$ cat config.mk
export PLATFORM = sky130hd
export DESIGN_NAME = qeac_axis_card
export DESIGN_NICKNAME = d
export VERILOG_FILES = /design/src/qeac_pkg.sv /design/src/qeac_axis_card.sv
export SDC_FILE = /design/constraint.sdc
export NUM_CORES = 1
export LEC_CHECK = 0
export ABC_CLOCK_PERIOD_IN_PS = 4950
export BUFFER_PORTS_ARGS = -buffer_cell sky130_fd_sc_hd__buf_2
export CAP_MARGIN = 20
export CORE_MARGIN = 4
export CORE_UTILIZATION = 25
export DETAILED_ROUTE_END_ITERATION = 16
export GPL_ROUTABILITY_DRIVEN = 1
export PLACE_DENSITY = 0.51
export SYNTH_ARGS = -nofsm -noshare
export SYNTH_HDL_FRONTEND = slang
export SYNTH_SLANG_ARGS = --single-unit
$ cat constraint.sdc
create_clock -name i_clk -period 4.95 [get_ports i_clk]
set_input_delay 1.2375 -clock i_clk [delete_from_list [all_inputs] [get_ports i_clk]]
set_output_delay 1.2375 -clock i_clk [all_outputs]
set_load 0.05 [all_outputs]
$ cat src/qeac_pkg.sv
// Constants, field layout and carrier types of the four-axis encoder card.
// Assumes one 50 MHz clock; every user sees this package by wildcard import.
package qeac_pkg;

  ////////////////////////////////////////////////////////////////////////////
  // Sizes and timing
  localparam int AXIS_N = 4;
  localparam int CNT_W = 16;
  localparam int CLK_MHZ = 50;
  localparam int WD_TIME_US = 20000;
  localparam int WD_CYCLES_DEF = WD_TIME_US * CLK_MHZ;

  ////////////////////////////////////////////////////////////////////////////
  // Address layout of the backplane bus
  localparam logic [2:0] AREA_CODE = 3'h7;
  localparam int AREA_HI = 15;
  localparam int AREA_LO = 13;
  localparam int BASE_HI = 12;
  localparam int BASE_LO = 5;
  localparam int AXIS_HI = 4;
  localparam int AXIS_LO = 3;
  localparam int FN_HI = 2;
  localparam int FN_LO = 1;
  localparam int ALIGN_BIT = 0;
  localparam logic [1:0] FN_STATUS = 2'h0;
  localparam logic [1:0] FN_ACTUAL = 2'h1;
  localparam logic [1:0] FN_SET = 2'h2;
  localparam logic [1:0] FN_MEAS = 2'h3;

  ////////////////////////////////////////////////////////////////////////////
  // Status byte fields
  localparam int ST_REF_ACTIVE = 0;
  localparam int ST_REF_REACHED = 1;
  localparam int ST_ARM_MEASURE = 2;
  localparam int ST_RESULT_READY = 3;
  localparam int ST_ENC_FAULT = 4;
  localparam int ST_BREAK_A = 5;
  localparam int ST_BREAK_B = 6;
  localparam int ST_WD_TRIPPED = 7;
  localparam logic [7:0] STATUS_RESET = 8'h00;
  localparam logic [15:0] CNT_RESET = 16'h0000;
  localparam logic [15:0] CNT_ONE = 16'h0001;
  localparam logic [31:0] WD_ONE = 32'h0000_0001;

  ////////////////////////////////////////////////////////////////////////////
  // Types
  typedef enum logic [1:0] {
    MODE_QUAD4 = 2'h0,
    MODE_DOUBLE_A = 2'h1,
    MODE_SINGLE_A = 2'h2,
    MODE_COUNTER = 2'h3
  } qeac_mode_type;

  typedef enum logic [1:0] {
    BUS_IDLE = 2'h0,
    BUS_ACT = 2'h1,
    BUS_HOLD = 2'h3
  } qeac_bus_state_type;

  typedef struct packed {
    logic fault;
    logic brk_b;
    logic brk_a;
    logic zero_mark;
    logic track_b;
    logic track_a;
  } qeac_enc_type;

  typedef struct packed {
    logic [15:0] addr;
    logic [15:0] data;
    logic valid;
    logic rd;
    logic wr;
    logic rst;
  } qeac_bus_type;

endpackage : qeac_pkg

$ cat src/qeac_axis_card.sv
// Four-axis incremental position card: decoders, counters, probe latch,
// read watchdog and the passive backplane bus slave.
// Assumes all pins are asynchronous to i_clk and the bus holds address and
// data stable while its strobes stand.
//
// Behaviour
// - A04..A03 select axis one to four
// - A02..A01 select function; A00 must be zero
// - Card fills 32-byte window above switch base
// - Status byte reports six active-high conditions
// - Status bits zero and two read zero
// - Non-saving watchdog flags bit and LED, clears set values
// - Saving watchdog latches until status write rearms
// - Any actual-value read retriggers the watchdog
// - Measuring-value reads never retrigger the watchdog
// - Probe polarity selectable; active level fires immediately
// - Four counting modes per axis decoder
// - Measuring read resets measuring logic; host does one
// - Status write bit two arms one measurement
// - Trigger freezes all four axes at once
// - Frozen axis returns capture until measuring read
// - Measuring read clears result-ready bit three
// - Rearm needs one measuring read; unread captures kept
// - Early measuring read cancels armed measurement
// - Zero mark clears counter during reference move
// - Counter mode: actual read returns then clears
// - Counter mode: track-b change stops until reset
// - Sixteen-bit up/down counter wrapping without carry
// - Position-mode actual read leaves counter intact
// - Watchdog trip clears all set values
`timescale 1ns/1ps

module qeac_axis_card
  import qeac_pkg::*;
#(
  parameter int WD_CYCLES = WD_CYCLES_DEF
) (
  // Clock, reset, enable
  input wire logic i_clk,
  input wire logic i_sys_rst,
  input wire logic i_clk_en,
  // Backplane bus pins
  input wire logic [15:0] i_bus_addr,
  input wire logic [15:0] i_bus_data,
  input wire logic i_bus_valid,
  input wire logic i_bus_rd,
  input wire logic i_bus_wr,
  input wire logic i_bus_reset,
  output logic [15:0] o_bus_data,
  output logic o_bus_data_oe,
  output logic o_bus_rdy,
  // Switches and straps
  input wire logic [7:0] i_base_addr_switch,
  input wire logic i_wd_mode_strap,
  input wire logic i_probe_polarity_strap,
  input wire logic [AXIS_N-1:0][1:0] i_count_mode,
  // Encoder side
  input wire qeac_enc_type [AXIS_N-1:0] i_axis_enc,
  input wire logic i_probe_trigger_in,
  // Outputs to the machine
  output logic o_health_led,
  output logic [AXIS_N-1:0][15:0] o_set_value
);

  ////////////////////////////////////////////////////////////////////////////
  // Counting step: {enable, up} from old and new track levels
  function automatic logic [1:0] qeac_step(input logic [1:0] mode, input logic a_o,
                                           input logic b_o, input logic a_n,
                                           input logic b_n);
    logic [1:0] res;
    res = 2'h0;
    case (mode)
      MODE_QUAD4: res = {(a_o ^ a_n) | (b_o ^ b_n), a_n ^ b_o};
      MODE_DOUBLE_A: res = {a_o ^ a_n, a_n ^ b_n};
      MODE_SINGLE_A: res = {~a_o & a_n, ~b_n};
      default: res = {~a_o & a_n, 1'b1};
    endcase
    return res;
  endfunction : qeac_step

  ////////////////////////////////////////////////////////////////////////////
  // Input synchronisers
  qeac_bus_type bus_s1_q;
  qeac_bus_type bus_s2_q;
  qeac_enc_type [AXIS_N-1:0] enc_s1_q;
  qeac_enc_type [AXIS_N-1:0] enc_s2_q;
  qeac_enc_type [AXIS_N-1:0] enc_s3_q;
  logic [11:0] cfg_s1_q;
  logic [11:0] cfg_s2_q;
  logic [1:0] probe_s1_q;
  logic [1:0] probe_s2_q;
  logic bus_rst_prev_q;
  // Pipe fill marker: the history stage is only trusted once refilled
  logic [2:0] sync_fill_q;
  wire enc_live = sync_fill_q[2];

  always_ff @(posedge i_clk) begin
    if (i_sys_rst) begin
      bus_s1_q <= '0;
      bus_s2_q <= '0;
      cfg_s1_q <= '0;
      cfg_s2_q <= '0;
      probe_s1_q <= '0;
      probe_s2_q <= '0;
    end else if (i_clk_en) begin
      bus_s1_q <= {i_bus_addr, i_bus_data, i_bus_valid, i_bus_rd, i_bus_wr, i_bus_reset};
      bus_s2_q <= bus_s1_q;
      cfg_s1_q <= {i_base_addr_switch, i_wd_mode_strap, i_probe_polarity_strap, 2'h0};
      cfg_s2_q <= cfg_s1_q;
      probe_s1_q <= {i_probe_trigger_in, 1'b0};
      probe_s2_q <= probe_s1_q;
    end
  end

  always_ff @(posedge i_clk) begin
    if (i_sys_rst) begin
      enc_s1_q <= '0;
      enc_s2_q <= '0;
      enc_s3_q <= '0;
      bus_rst_prev_q <= 1'b0;
      sync_fill_q <= '0;
    end else if (i_clk_en) begin
      sync_fill_q <= {sync_fill_q[1:0], 1'b1};
      enc_s1_q <= i_axis_enc;
      enc_s2_q <= enc_s1_q;
      enc_s3_q <= enc_s2_q;
      bus_rst_prev_q <= bus_s2_q.rst;
    end
  end

  ////////////////////////////////////////////////////////////////////////////
  // Address decode
  wire [7:0] base_sw = cfg_s2_q[11:4];
  wire wd_saving = cfg_s2_q[3];
  wire probe_pol_rise = cfg_s2_q[2];
  wire [1:0] acc_axis = bus_s2_q.addr[AXIS_HI:AXIS_LO];
  wire [1:0] acc_fn = bus_s2_q.addr[FN_HI:FN_LO];
  wire strobe = bus_s2_q.valid & (bus_s2_q.rd | bus_s2_q.wr);
  wire addr_hit = (bus_s2_q.addr[AREA_HI:AREA_LO] == AREA_CODE) &&
                  (bus_s2_q.addr[BASE_HI:BASE_LO] == base_sw) &&
                  !bus_s2_q.addr[ALIGN_BIT];
  wire bus_sel = strobe & addr_hit;

  qeac_bus_state_type bus_state_q;
  qeac_bus_state_type bus_state_d;

  always_comb begin
    bus_state_d = bus_state_q;
    case (bus_state_q)
      BUS_IDLE: begin
        if (bus_sel) begin
          bus_state_d = BUS_ACT;
        end
      end
      BUS_ACT: bus_state_d = BUS_HOLD;
      BUS_HOLD: begin
        if (!strobe) begin
          bus_state_d = BUS_IDLE;
        end
      end
      default: bus_state_d = BUS_IDLE;
    endcase
  end

  always_ff @(posedge i_clk) begin
    if (i_sys_rst) begin
      bus_state_q <= BUS_IDLE;
    end else if (i_clk_en) begin
      bus_state_q <= bus_state_d;
    end
  end

  // One-cycle access strobes; side effects happen only here
  wire acc_go = (bus_state_q == BUS_ACT);
  wire acc_rd = acc_go & bus_s2_q.rd;
  wire acc_wr = acc_go & bus_s2_q.wr & ~bus_s2_q.rd;
  wire [AXIS_N-1:0] axis_hit = acc_go ? (4'h1 << acc_axis) : 4'h0;
  wire rd_status = acc_rd & (acc_fn == FN_STATUS);
  wire rd_actual = acc_rd & (acc_fn == FN_ACTUAL);
  wire rd_meas = acc_rd & (acc_fn == FN_MEAS);
  wire wr_status = acc_wr & (acc_fn == FN_STATUS);
  wire wr_set = acc_wr & (acc_fn == FN_SET);
  wire bus_soft_rst = bus_s2_q.rst & ~bus_rst_prev_q;

  ////////////////////////////////////////////////////////////////////////////
  // Watchdog
  logic [31:0] wd_cnt_q;
  logic wd_armed_q;
  logic wd_trip_q;
  wire wd_expire = wd_armed_q && (wd_cnt_q == WD_ONE) && !rd_actual;
  wire wd_trip_evt = wd_expire & ~wd_trip_q;

  always_ff @(posedge i_clk) begin
    if (i_sys_rst) begin
      wd_cnt_q <= WD_ONE;
      wd_armed_q <= 1'b0;
      wd_trip_q <= 1'b0;
    end else if (i_clk_en) begin
      if (rd_actual) begin
        wd_cnt_q <= 32'(WD_CYCLES);
      end else if (wd_cnt_q != WD_ONE) begin
        wd_cnt_q <= wd_cnt_q - WD_ONE;
      end
      if (wd_saving) begin
        // latched trip, rearmed by a status write
        if (wd_expire) begin
          wd_trip_q <= 1'b1;
          wd_armed_q <= 1'b0;
        end else if (wr_status) begin
          wd_trip_q <= 1'b0;
          wd_armed_q <= 1'b1;
        end
      end else begin
        // flag not latched, clears on next actual read
        wd_armed_q <= 1'b1;
        if (wd_expire) begin
          wd_trip_q <= 1'b1;
        end else if (rd_actual) begin
          wd_trip_q <= 1'b0;
        end
      end
    end
  end

  assign o_health_led = ~wd_trip_q;

  ////////////////////////////////////////////////////////////////////////////
  // Touch probe and measuring control
  logic meas_armed_q;
  logic rearm_ok_q;
  logic [AXIS_N-1:0] frozen_q;
  // level check fires at once if already active
  wire probe_active = probe_pol_rise ? probe_s2_q[1] : ~probe_s2_q[1];
  wire fire = meas_armed_q & probe_active & ~rd_meas;
  wire arm_req = wr_status & bus_s2_q.data[ST_ARM_MEASURE] & rearm_ok_q;

  always_ff @(posedge i_clk) begin
    if (i_sys_rst) begin
      meas_armed_q <= 1'b0;
      rearm_ok_q <= 1'b1;
    end else if (i_clk_en) begin
      if (rd_meas) begin
        // early read cancels; read resets logic
        meas_armed_q <= 1'b0;
        rearm_ok_q <= 1'b1;
      end else if (fire) begin
        meas_armed_q <= 1'b0;
        rearm_ok_q <= 1'b0;
      end else if (arm_req) begin
        meas_armed_q <= 1'b1;
      end
    end
  end

  ////////////////////////////////////////////////////////////////////////////
  // Axis datapath
  logic [AXIS_N-1:0][15:0] cnt_q;
  logic [AXIS_N-1:0][15:0] meas_q;
  logic [AXIS_N-1:0][15:0] set_q;
  logic [AXIS_N-1:0] ref_act_q;
  logic [AXIS_N-1:0] ref_done_q;
  logic [AXIS_N-1:0] stop_q;
  logic [AXIS_N-1:0] cnt_en;
  logic [AXIS_N-1:0] cnt_up;
  logic [AXIS_N-1:0] zero_rise;
  logic [AXIS_N-1:0] is_ctr;
  logic [AXIS_N-1:0][7:0] status_rd;

  for (genvar g = 0; g < AXIS_N; g++) begin : g_axis
    wire [1:0] step = qeac_step(i_count_mode[g], enc_s3_q[g].track_a, enc_s3_q[g].track_b,
                                enc_s2_q[g].track_a, enc_s2_q[g].track_b);
    assign is_ctr[g] = (i_count_mode[g] == MODE_COUNTER);
    // counter mode gated by track-b enable and stop
    // Gated until refilled, so reset zeros never read as pin edges
    assign cnt_en[g] = enc_live & step[1] &
                       (~is_ctr[g] | (enc_s2_q[g].track_b & ~stop_q[g]));
    assign cnt_up[g] = step[0];
    assign zero_rise[g] = enc_live & enc_s2_q[g].zero_mark & ~enc_s3_q[g].zero_mark;
    // status byte layout; bits 0 and 2 read zero
    assign status_rd[g] = {wd_trip_q, enc_s2_q[g].brk_b, enc_s2_q[g].brk_a,
                           enc_s2_q[g].fault, frozen_q[g], 1'b0, ref_done_q[g], 1'b0};
  end

  always_ff @(posedge i_clk) begin
    if (i_sys_rst) begin
      cnt_q <= '0;
      meas_q <= '0;
      set_q <= '0;
      ref_act_q <= '0;
      ref_done_q <= '0;
      stop_q <= '0;
      frozen_q <= '0;
    end else if (i_clk_en) begin
      for (int i = 0; i < AXIS_N; i++) begin
        if (cnt_en[i]) begin
          cnt_q[i] <= cnt_up[i] ? cnt_q[i] + CNT_ONE : cnt_q[i] - CNT_ONE;
        end
        if (bus_soft_rst) begin
          cnt_q[i] <= CNT_RESET;
        end else if (zero_rise[i] && (ref_act_q[i] || is_ctr[i])) begin
          // zero mark clears through reset path
          cnt_q[i] <= CNT_RESET;
        end else if (rd_actual && axis_hit[i] && is_ctr[i] && !frozen_q[i]) begin
          // read then clear, a same-cycle pulse kept
          cnt_q[i] <= cnt_en[i] ? CNT_ONE : CNT_RESET;
        end
        // track-b change stops; restored level plus reset resumes
        if (enc_live && is_ctr[i] && (enc_s2_q[i].track_b != enc_s3_q[i].track_b)) begin
          stop_q[i] <= 1'b1;
        end else if ((bus_soft_rst || zero_rise[i]) && enc_s2_q[i].track_b) begin
          stop_q[i] <= 1'b0;
        end
        // Reference move: bit 0 write starts, zero mark completes
        if (zero_rise[i] && ref_act_q[i]) begin
          ref_act_q[i] <= 1'b0;
          ref_done_q[i] <= 1'b1;
        end else if (wr_status && axis_hit[i] && bus_s2_q.data[ST_REF_ACTIVE]) begin
          ref_act_q[i] <= 1'b1;
          ref_done_q[i] <= 1'b0;
        end
        if (fire && !frozen_q[i]) begin
          meas_q[i] <= cnt_q[i];
          frozen_q[i] <= 1'b1;
        end else if (rd_meas && axis_hit[i]) begin
          // measuring read clears ready and releases
          frozen_q[i] <= 1'b0;
        end
        if (wd_trip_evt) begin
          set_q[i] <= CNT_RESET;
        end else if (wr_set && axis_hit[i]) begin
          set_q[i] <= bus_s2_q.data;
        end
      end
    end
  end

  assign o_set_value = set_q;

  ////////////////////////////////////////////////////////////////////////////
  // Read data
  // frozen axis returns capture; actual read keeps it frozen
  wire [15:0] actual_rd = frozen_q[acc_axis] ? meas_q[acc_axis] : cnt_q[acc_axis];
  wire [15:0] rd_word = rd_status ? {8'h00, status_rd[acc_axis]} :
                        rd_actual ? actual_rd :
                        rd_meas ? meas_q[acc_axis] : CNT_RESET;
  logic [15:0] rdata_q;
  logic rd_drive_q;

  // measuring reads touch no watchdog state
  always_ff @(posedge i_clk) begin
    if (i_sys_rst) begin
      rdata_q <= CNT_RESET;
      rd_drive_q <= 1'b0;
    end else if (i_clk_en) begin
      if (acc_rd) begin
        rdata_q <= rd_word;
        rd_drive_q <= 1'b1;
      end else if (bus_state_d == BUS_IDLE) begin
        rd_drive_q <= 1'b0;
      end
    end
  end

  // Data lines driven only in the hold phase of a read
  assign o_bus_data = rdata_q;
  assign o_bus_data_oe = rd_drive_q & (bus_state_q == BUS_HOLD);
  assign o_bus_rdy = (bus_state_q == BUS_HOLD);

endmodule : qeac_axis_card

[After elaboration in Yosys (flattened, before gate mapping)]
Index checks and enable logic that the tools add are counted.
Word-level totals
  flip-flop bits (word level): 421
  input bits: 82
  output and inout port bits: 83
Cells by class
  $add $sub $neg: 9
  magnitude comparators: 1
  equality and inequality tests: 26
  shift operators: 1
  muxes and demuxes: 102
  bitwise logic cells: 91
  reductions and logical operators: 133
Operators by type and width (number)
  2-to-1 mux 16 bit: 34
  adder 16 x 1 -> 16 bit (second input constant): 4
  binary-select mux 16 bit (select 2 bit): 2
  2-to-1 mux 32 bit: 2
  subtractor 16 x 1 -> 16 bit (second input constant): 4
  AND reduction 2 bit: 30
  logical AND 1 bit: 56
  2-to-1 mux 1 bit: 53
  bitwise AND 1 bit: 41
  nonzero test 2 bit: 19
  == test 32 x 1 -> 1 bit (second input constant): 1
  != test 32 x 1 -> 1 bit (second input constant): 1
  subtractor 32 x 1 -> 32 bit (second input constant): 1
  one-hot mux 2 bit (3 select lines): 5
  NOT 1 bit: 25
  == test 2 bit (second input constant): 11
  binary-select mux 8 bit (select 2 bit): 1
  nonzero test 4 bit: 4
  bitwise XOR 1 bit: 16
  zero test 2 bit: 7
  == test 2 x 1 -> 1 bit (second input constant): 6
  OR 1 bit: 9
  == test 8 bit: 1
  logical OR 1 bit: 8
  12 further kinds: 22

[Depth between registers and ports, before layout]
  depth after elaboration: 9
  gate-level depth with buffers: 13
  mapped depth without buffers: 13

[Worst setup path after synthesis]
No wires, ideal clock.
  kind: input to register
  start point: input port i_count_mode[4] in the netlist's numbering
  end point: register cnt_q[42] in the netlist's numbering
  arrival time: 4.823 ns
  data required time: 4.888 ns
  path slack: 0.064 ns
  stages: 12
  path buffers: 0
  path through: nor2b_1 a21o_1 a21oi_1 o21ai_0 ha_1 nor2b_1 o21ai_0 a21oi_1 o41ai_1 o21ai_0 or4b_2 nand3_1
Between the ends
  cells in the longest elaborated chain, start to end: 7
  elaborated cells on any way between the ends: 20
  those cells by class: 3 x eq/ne; 6 x mux; 4 x bitwise; 7 x reduce/logical
Ends and longest elaborated chain
  start, declared: RTL line qeac_axis_card.sv:56  | input wire logic [AXIS_N-1:0][1:0] i_count_mode,
  == test 2 bit (tied with other cells): RTL line qeac_axis_card.sv:72  | case (mode)
  one-hot mux 2 bit (3 select lines): RTL line qeac_axis_card.sv:72
  2-to-1 mux 16 bit: RTL line qeac_axis_card.sv:296  | cnt_q[i] <= cnt_up[i] ? cnt_q[i] + CNT_ONE : cnt_q[i] - CNT_ONE;
  2-to-1 mux 16 bit: RTL line qeac_axis_card.sv:295  | if (cnt_en[i]) begin
  2-to-1 mux 16 bit: RTL line qeac_axis_card.sv:303  | end else if (rd_actual && axis_hit[i] && is_ctr[i] && !frozen_q[i]) begin
  2-to-1 mux 16 bit: RTL line qeac_axis_card.sv:300  | end else if (zero_rise[i] && (ref_act_q[i] || is_ctr[i])) begin
  2-to-1 mux 16 bit: RTL line qeac_axis_card.sv:298  | if (bus_soft_rst) begin
  end signal, assigned by index: RTL line qeac_axis_card.sv:296
  end signal, assigned by index: RTL line qeac_axis_card.sv:305  | cnt_q[i] <= cnt_en[i] ? CNT_ONE : CNT_RESET;
  end, declared: RTL line qeac_axis_card.sv:257  | logic [AXIS_N-1:0][15:0] cnt_q;
Several ways; a longest one is shown, not always the timed one. The select of a mux whose other input is x is not followed.
A chain may end at the register's enable or synchronous reset.

[Worst setup path in the final report]
  start point: input port i_count_mode[0] in the netlist's numbering
  end point: register cnt_q[9] in the netlist's numbering
The elaborated chain is that of the path after synthesis.

==> results.ini <==
[power]
leakage_nw = 9.488
irDropWorstVdd_v = 0.0002827
power_density_mw_per_mm2 = 381.2
power_w = 0.008966

[worst_hold_path]
hold_class = reg2reg

[clock_tree]
clockBufferDepth = 3
cts_tree = done
cts_resized = 0
cts.sinks = 421
cts_made_buffers = 48
clk_latency_ns = 0.60
cts_setup_buffers = 0
hold_buffers = 0
clk_pin_slew_ns = 0.06
clock-root-buffer = clkbuf_16
htree_levels = 2

[worst_setup_path]
crit_chain = buf_2 -> nor2b_1 -> a21o_1 -> a21oi_1 -> o21ai_1 -> buf_4 -> ha_1 -> o21ai_0 -> o21bai_1 -> o21ai_0 -> o21ai_0 -> xnor2_1 -> or3_1 -> a21oi_1
reg2regPathDepth = 8
slowest_stage = o21ai_1
r2r_setup_slack_ns = 1.21
cp.arrival_ns = 4.31
path_max_fanout = 15
r2r-start = acc_fn[0]
cp-endpoint = cnt_q[9]
endpoint_kind = flip-flop
start_kind = input port
cp_data_required_time_ns = 5.48
cpMostUsedCell = o21ai_0
worstSetupPathType = in2reg
timing.rr.end = cnt_q[58]
crit_path_start = i_count_mode[0]
cp_slowest_stage_delay_ns = 0.44

[yosys]
async_flop_share_pct = 0
synthTopCellsByCount = 421 x dfxtp_1, 391 x nor2_1, 196 x nand2_1
ys.warnings.count = 0
synthDominantCellAreaShare_pct = 42.23
ys_ff_latch = 421
synth_edf_count = 0
netlist.top_cell.by_area = dfxtp_1
synth_cell_types = 64
synth.area.top_cells = dfxtp_1 42%, mux2i_1 8.1%, nor2_1 7.4%, a21oi_1 4.3%, mux4_2 4.2%
synthesis.area_mm2 = 0.01996
yosysSeqAreaShare_pct = 42.23
syn_inst = 2259
synth_fp_nets = 2407
avgSynthCellArea_um2 = 8.835
yosysMostFrequentCell = dfxtp_1
ys.flop_type = dfxtp_1

[timing]
whs_ns = 0.4530
maxSlewViolCount = 0
min_period_ns = 3.785
finalCritPeriodShare_pct = 76.46
setup_slack_ns = 1.165
finClkSkew_ns = 0.01659
hold_viol_final = 0
setup_viol = 0
fmax_mhz = 264.2
tightestPinTransition_ns = 1.086
finalSetupTns_ns = 0
maxSlewHeadroom_pct = 27.49
rsz0062_at_grt = false

[job]
drv_cap = 0

[floorplan]
dieHeight_um = 290.5
start_util_pct = 25.26
die_area_mm2 = 0.08442
coreArea_mm2 = 0.07900
io_pins = 165
rows = 103
fp.dieW_um = 290.5

[global_routing]
grt_pass1_wl_mm = 93.76
antenna_found_initial = 8
grt_usage_pct = 13.63
grt_overflow = 0
met3_usage_pct = 2.598
grt_busiest_layer = met2
grtUsageMet1_pct = 18.44
grt_max_degree = 177
first_global_vias = 15850
grt_use_met2_pct = 21.77

[status]
status = completed

[finish]
syn2layout_area_growth_pct = 17.84
post-route-util_pct = 29.77
fill_cells = 8358
nets = 2521
drive_gt1_share_pct = 14.13

[drt]
dr.pass1.iters = 5
antenna_left = 0
drc = 0
wl_per_cell_um = 17.30
vias = 16760
first_iter_violations = 1075
viasPerCell = 4.833
routed_wl_mm = 60.01

[placed_design]
place_congestion = 0.8585
dp_hpwl_mm = 42.08
numPortBuffers = 164
post-place-ws_ns = 0.5831

-- metal layers --
metal	routed length, µm	vias up
met2	27640	306
li1	-	8348
met4	1754	4
met3	2777	98
met1	27820	8006
met5	27	-
-- cells in the final DEF (no fill, tap or decap), types with 7 or more instances in the layout --
cell | netlist | layout
nand2_1 | 196 | 196
and2_1 | 7 | 7
mux2i_1 | 162 | 162
clkbuf_1 | 120 | 12
nor3_1 | 44 | 43
o31ai_1 | 7 | 7
nor4_1 | 21 | 19
clkinv_2 | 0 | 12
a221oi_1 | 8 | 8
a211oi_1 | 11 | 11
clkbuf_16 | 0 | 48
nor2b_1 | 26 | 26
inv_1 | 43 | 43
o41ai_1 | 14 | 12
clkbuf_8 | 0 | 13
a22oi_1 | 57 | 57
o22ai_1 | 13 | 13
a32oi_1 | 38 | 38
a21oi_1 | 170 | 170
xor2_1 | 24 | 24
o211ai_1 | 16 | 16
nand4_1 | 10 | 10
ha_1 | 62 | 62
xnor2_1 | 48 | 48
a21o_1 | 35 | 35
or4_1 | 13 | 13
nand2b_1 | 21 | 21
nand3_1 | 46 | 46
nor2_1 | 391 | 387
mux4_2 | 37 | 37
or3_1 | 12 | 12
nand3b_1 | 7 | 7
dfxtp_1 | 421 | 419
buf_2 | 0 | 162
a31oi_1 | 16 | 16
o21ai_1 | 5 | 10
buf_4 | 0 | 37
o21ai_0 | 64 | 59
-- critical path: cells and delay by family --
kind            cells  cell delay [ns]
compound gates      8             1.67
fa+ha+maj           1             0.30
simple gates        2             0.47
buf+inv             2             0.47
xor+xnor            1             0.16
-- registers in the layout (all words and copies together), names as in the netlist, 3 cells and up --
signal       cells
cnt_q           64
meas_q          64
o_set_value     64
bus_s1_q        36
bus_s2_q        32
wd_cnt_q        32
enc_s1_q        24
enc_s2_q        24
o_bus_data      16
enc_s3_q        12
cfg_s1_q        10
cfg_s2_q        10
frozen_q         4
ref_act_q        4
ref_done_q       4
stop_q           4
sync_fill_q      3
-- through the flow --
step	cell area (µm²)	instances
final	23520	3468
after global routing	23520	3467
after CTS	23510	3463
after detailed placement	21940	3373
after global placement	21920	3371
after floorplan	19960	2259
-- power by group --
part	switching (W)	internal, W
Sequential	0.000182	0.00358
Combinational	0.00104	0.000633
Clock	0.00148	0.00205
Total	0.00271	0.00626
-- cells by family (layout without fill, tap and decap cells) --
logic type,after synthesis,after routing,synth area share (%)
and+or+nand+nor,824,824,18.41
xor gates and xnor gates,72,72,3.160
buffers and inverters,181,335,3.404
AOI/OAI and AO/OA,491,491,15.93
muxes,204,204,12.58
adders and majority gates,66,66,4.288
DFF,421,421,42.23
other,0,5,0
-- worst min-delay path by stage --
stage / startpoint / end / depth (start not counted)
finish: meas_q[61] / meas_q[61] / 2
global route: meas_q[48] / meas_q[48] / 2
CTS: meas_q[32] / meas_q[32] / 2
detailed placement: meas_q[55] / meas_q[55] / 2
global placement: meas_q[40] / meas_q[40] / 2
floorplan: meas_q[32] / meas_q[32] / 2
-- layout make-up --
cell class                      count  area [µm²]  share of cell area [%]
Clock inverter                     17       143.9                  0.6118
Antenna cell                        5       12.51                 0.05320
Tap cell                         1050        1314                   5.586
Sequential cell                   421        8431                   35.85
Clock buffer                       73        1425                   6.059
Multi-Input combinational cell   1657       10890                   46.32
Timing Repair Buffer              202        1139                   4.841
Inverter                           43       161.4                  0.6863
(Power assumes the default switching activity.)
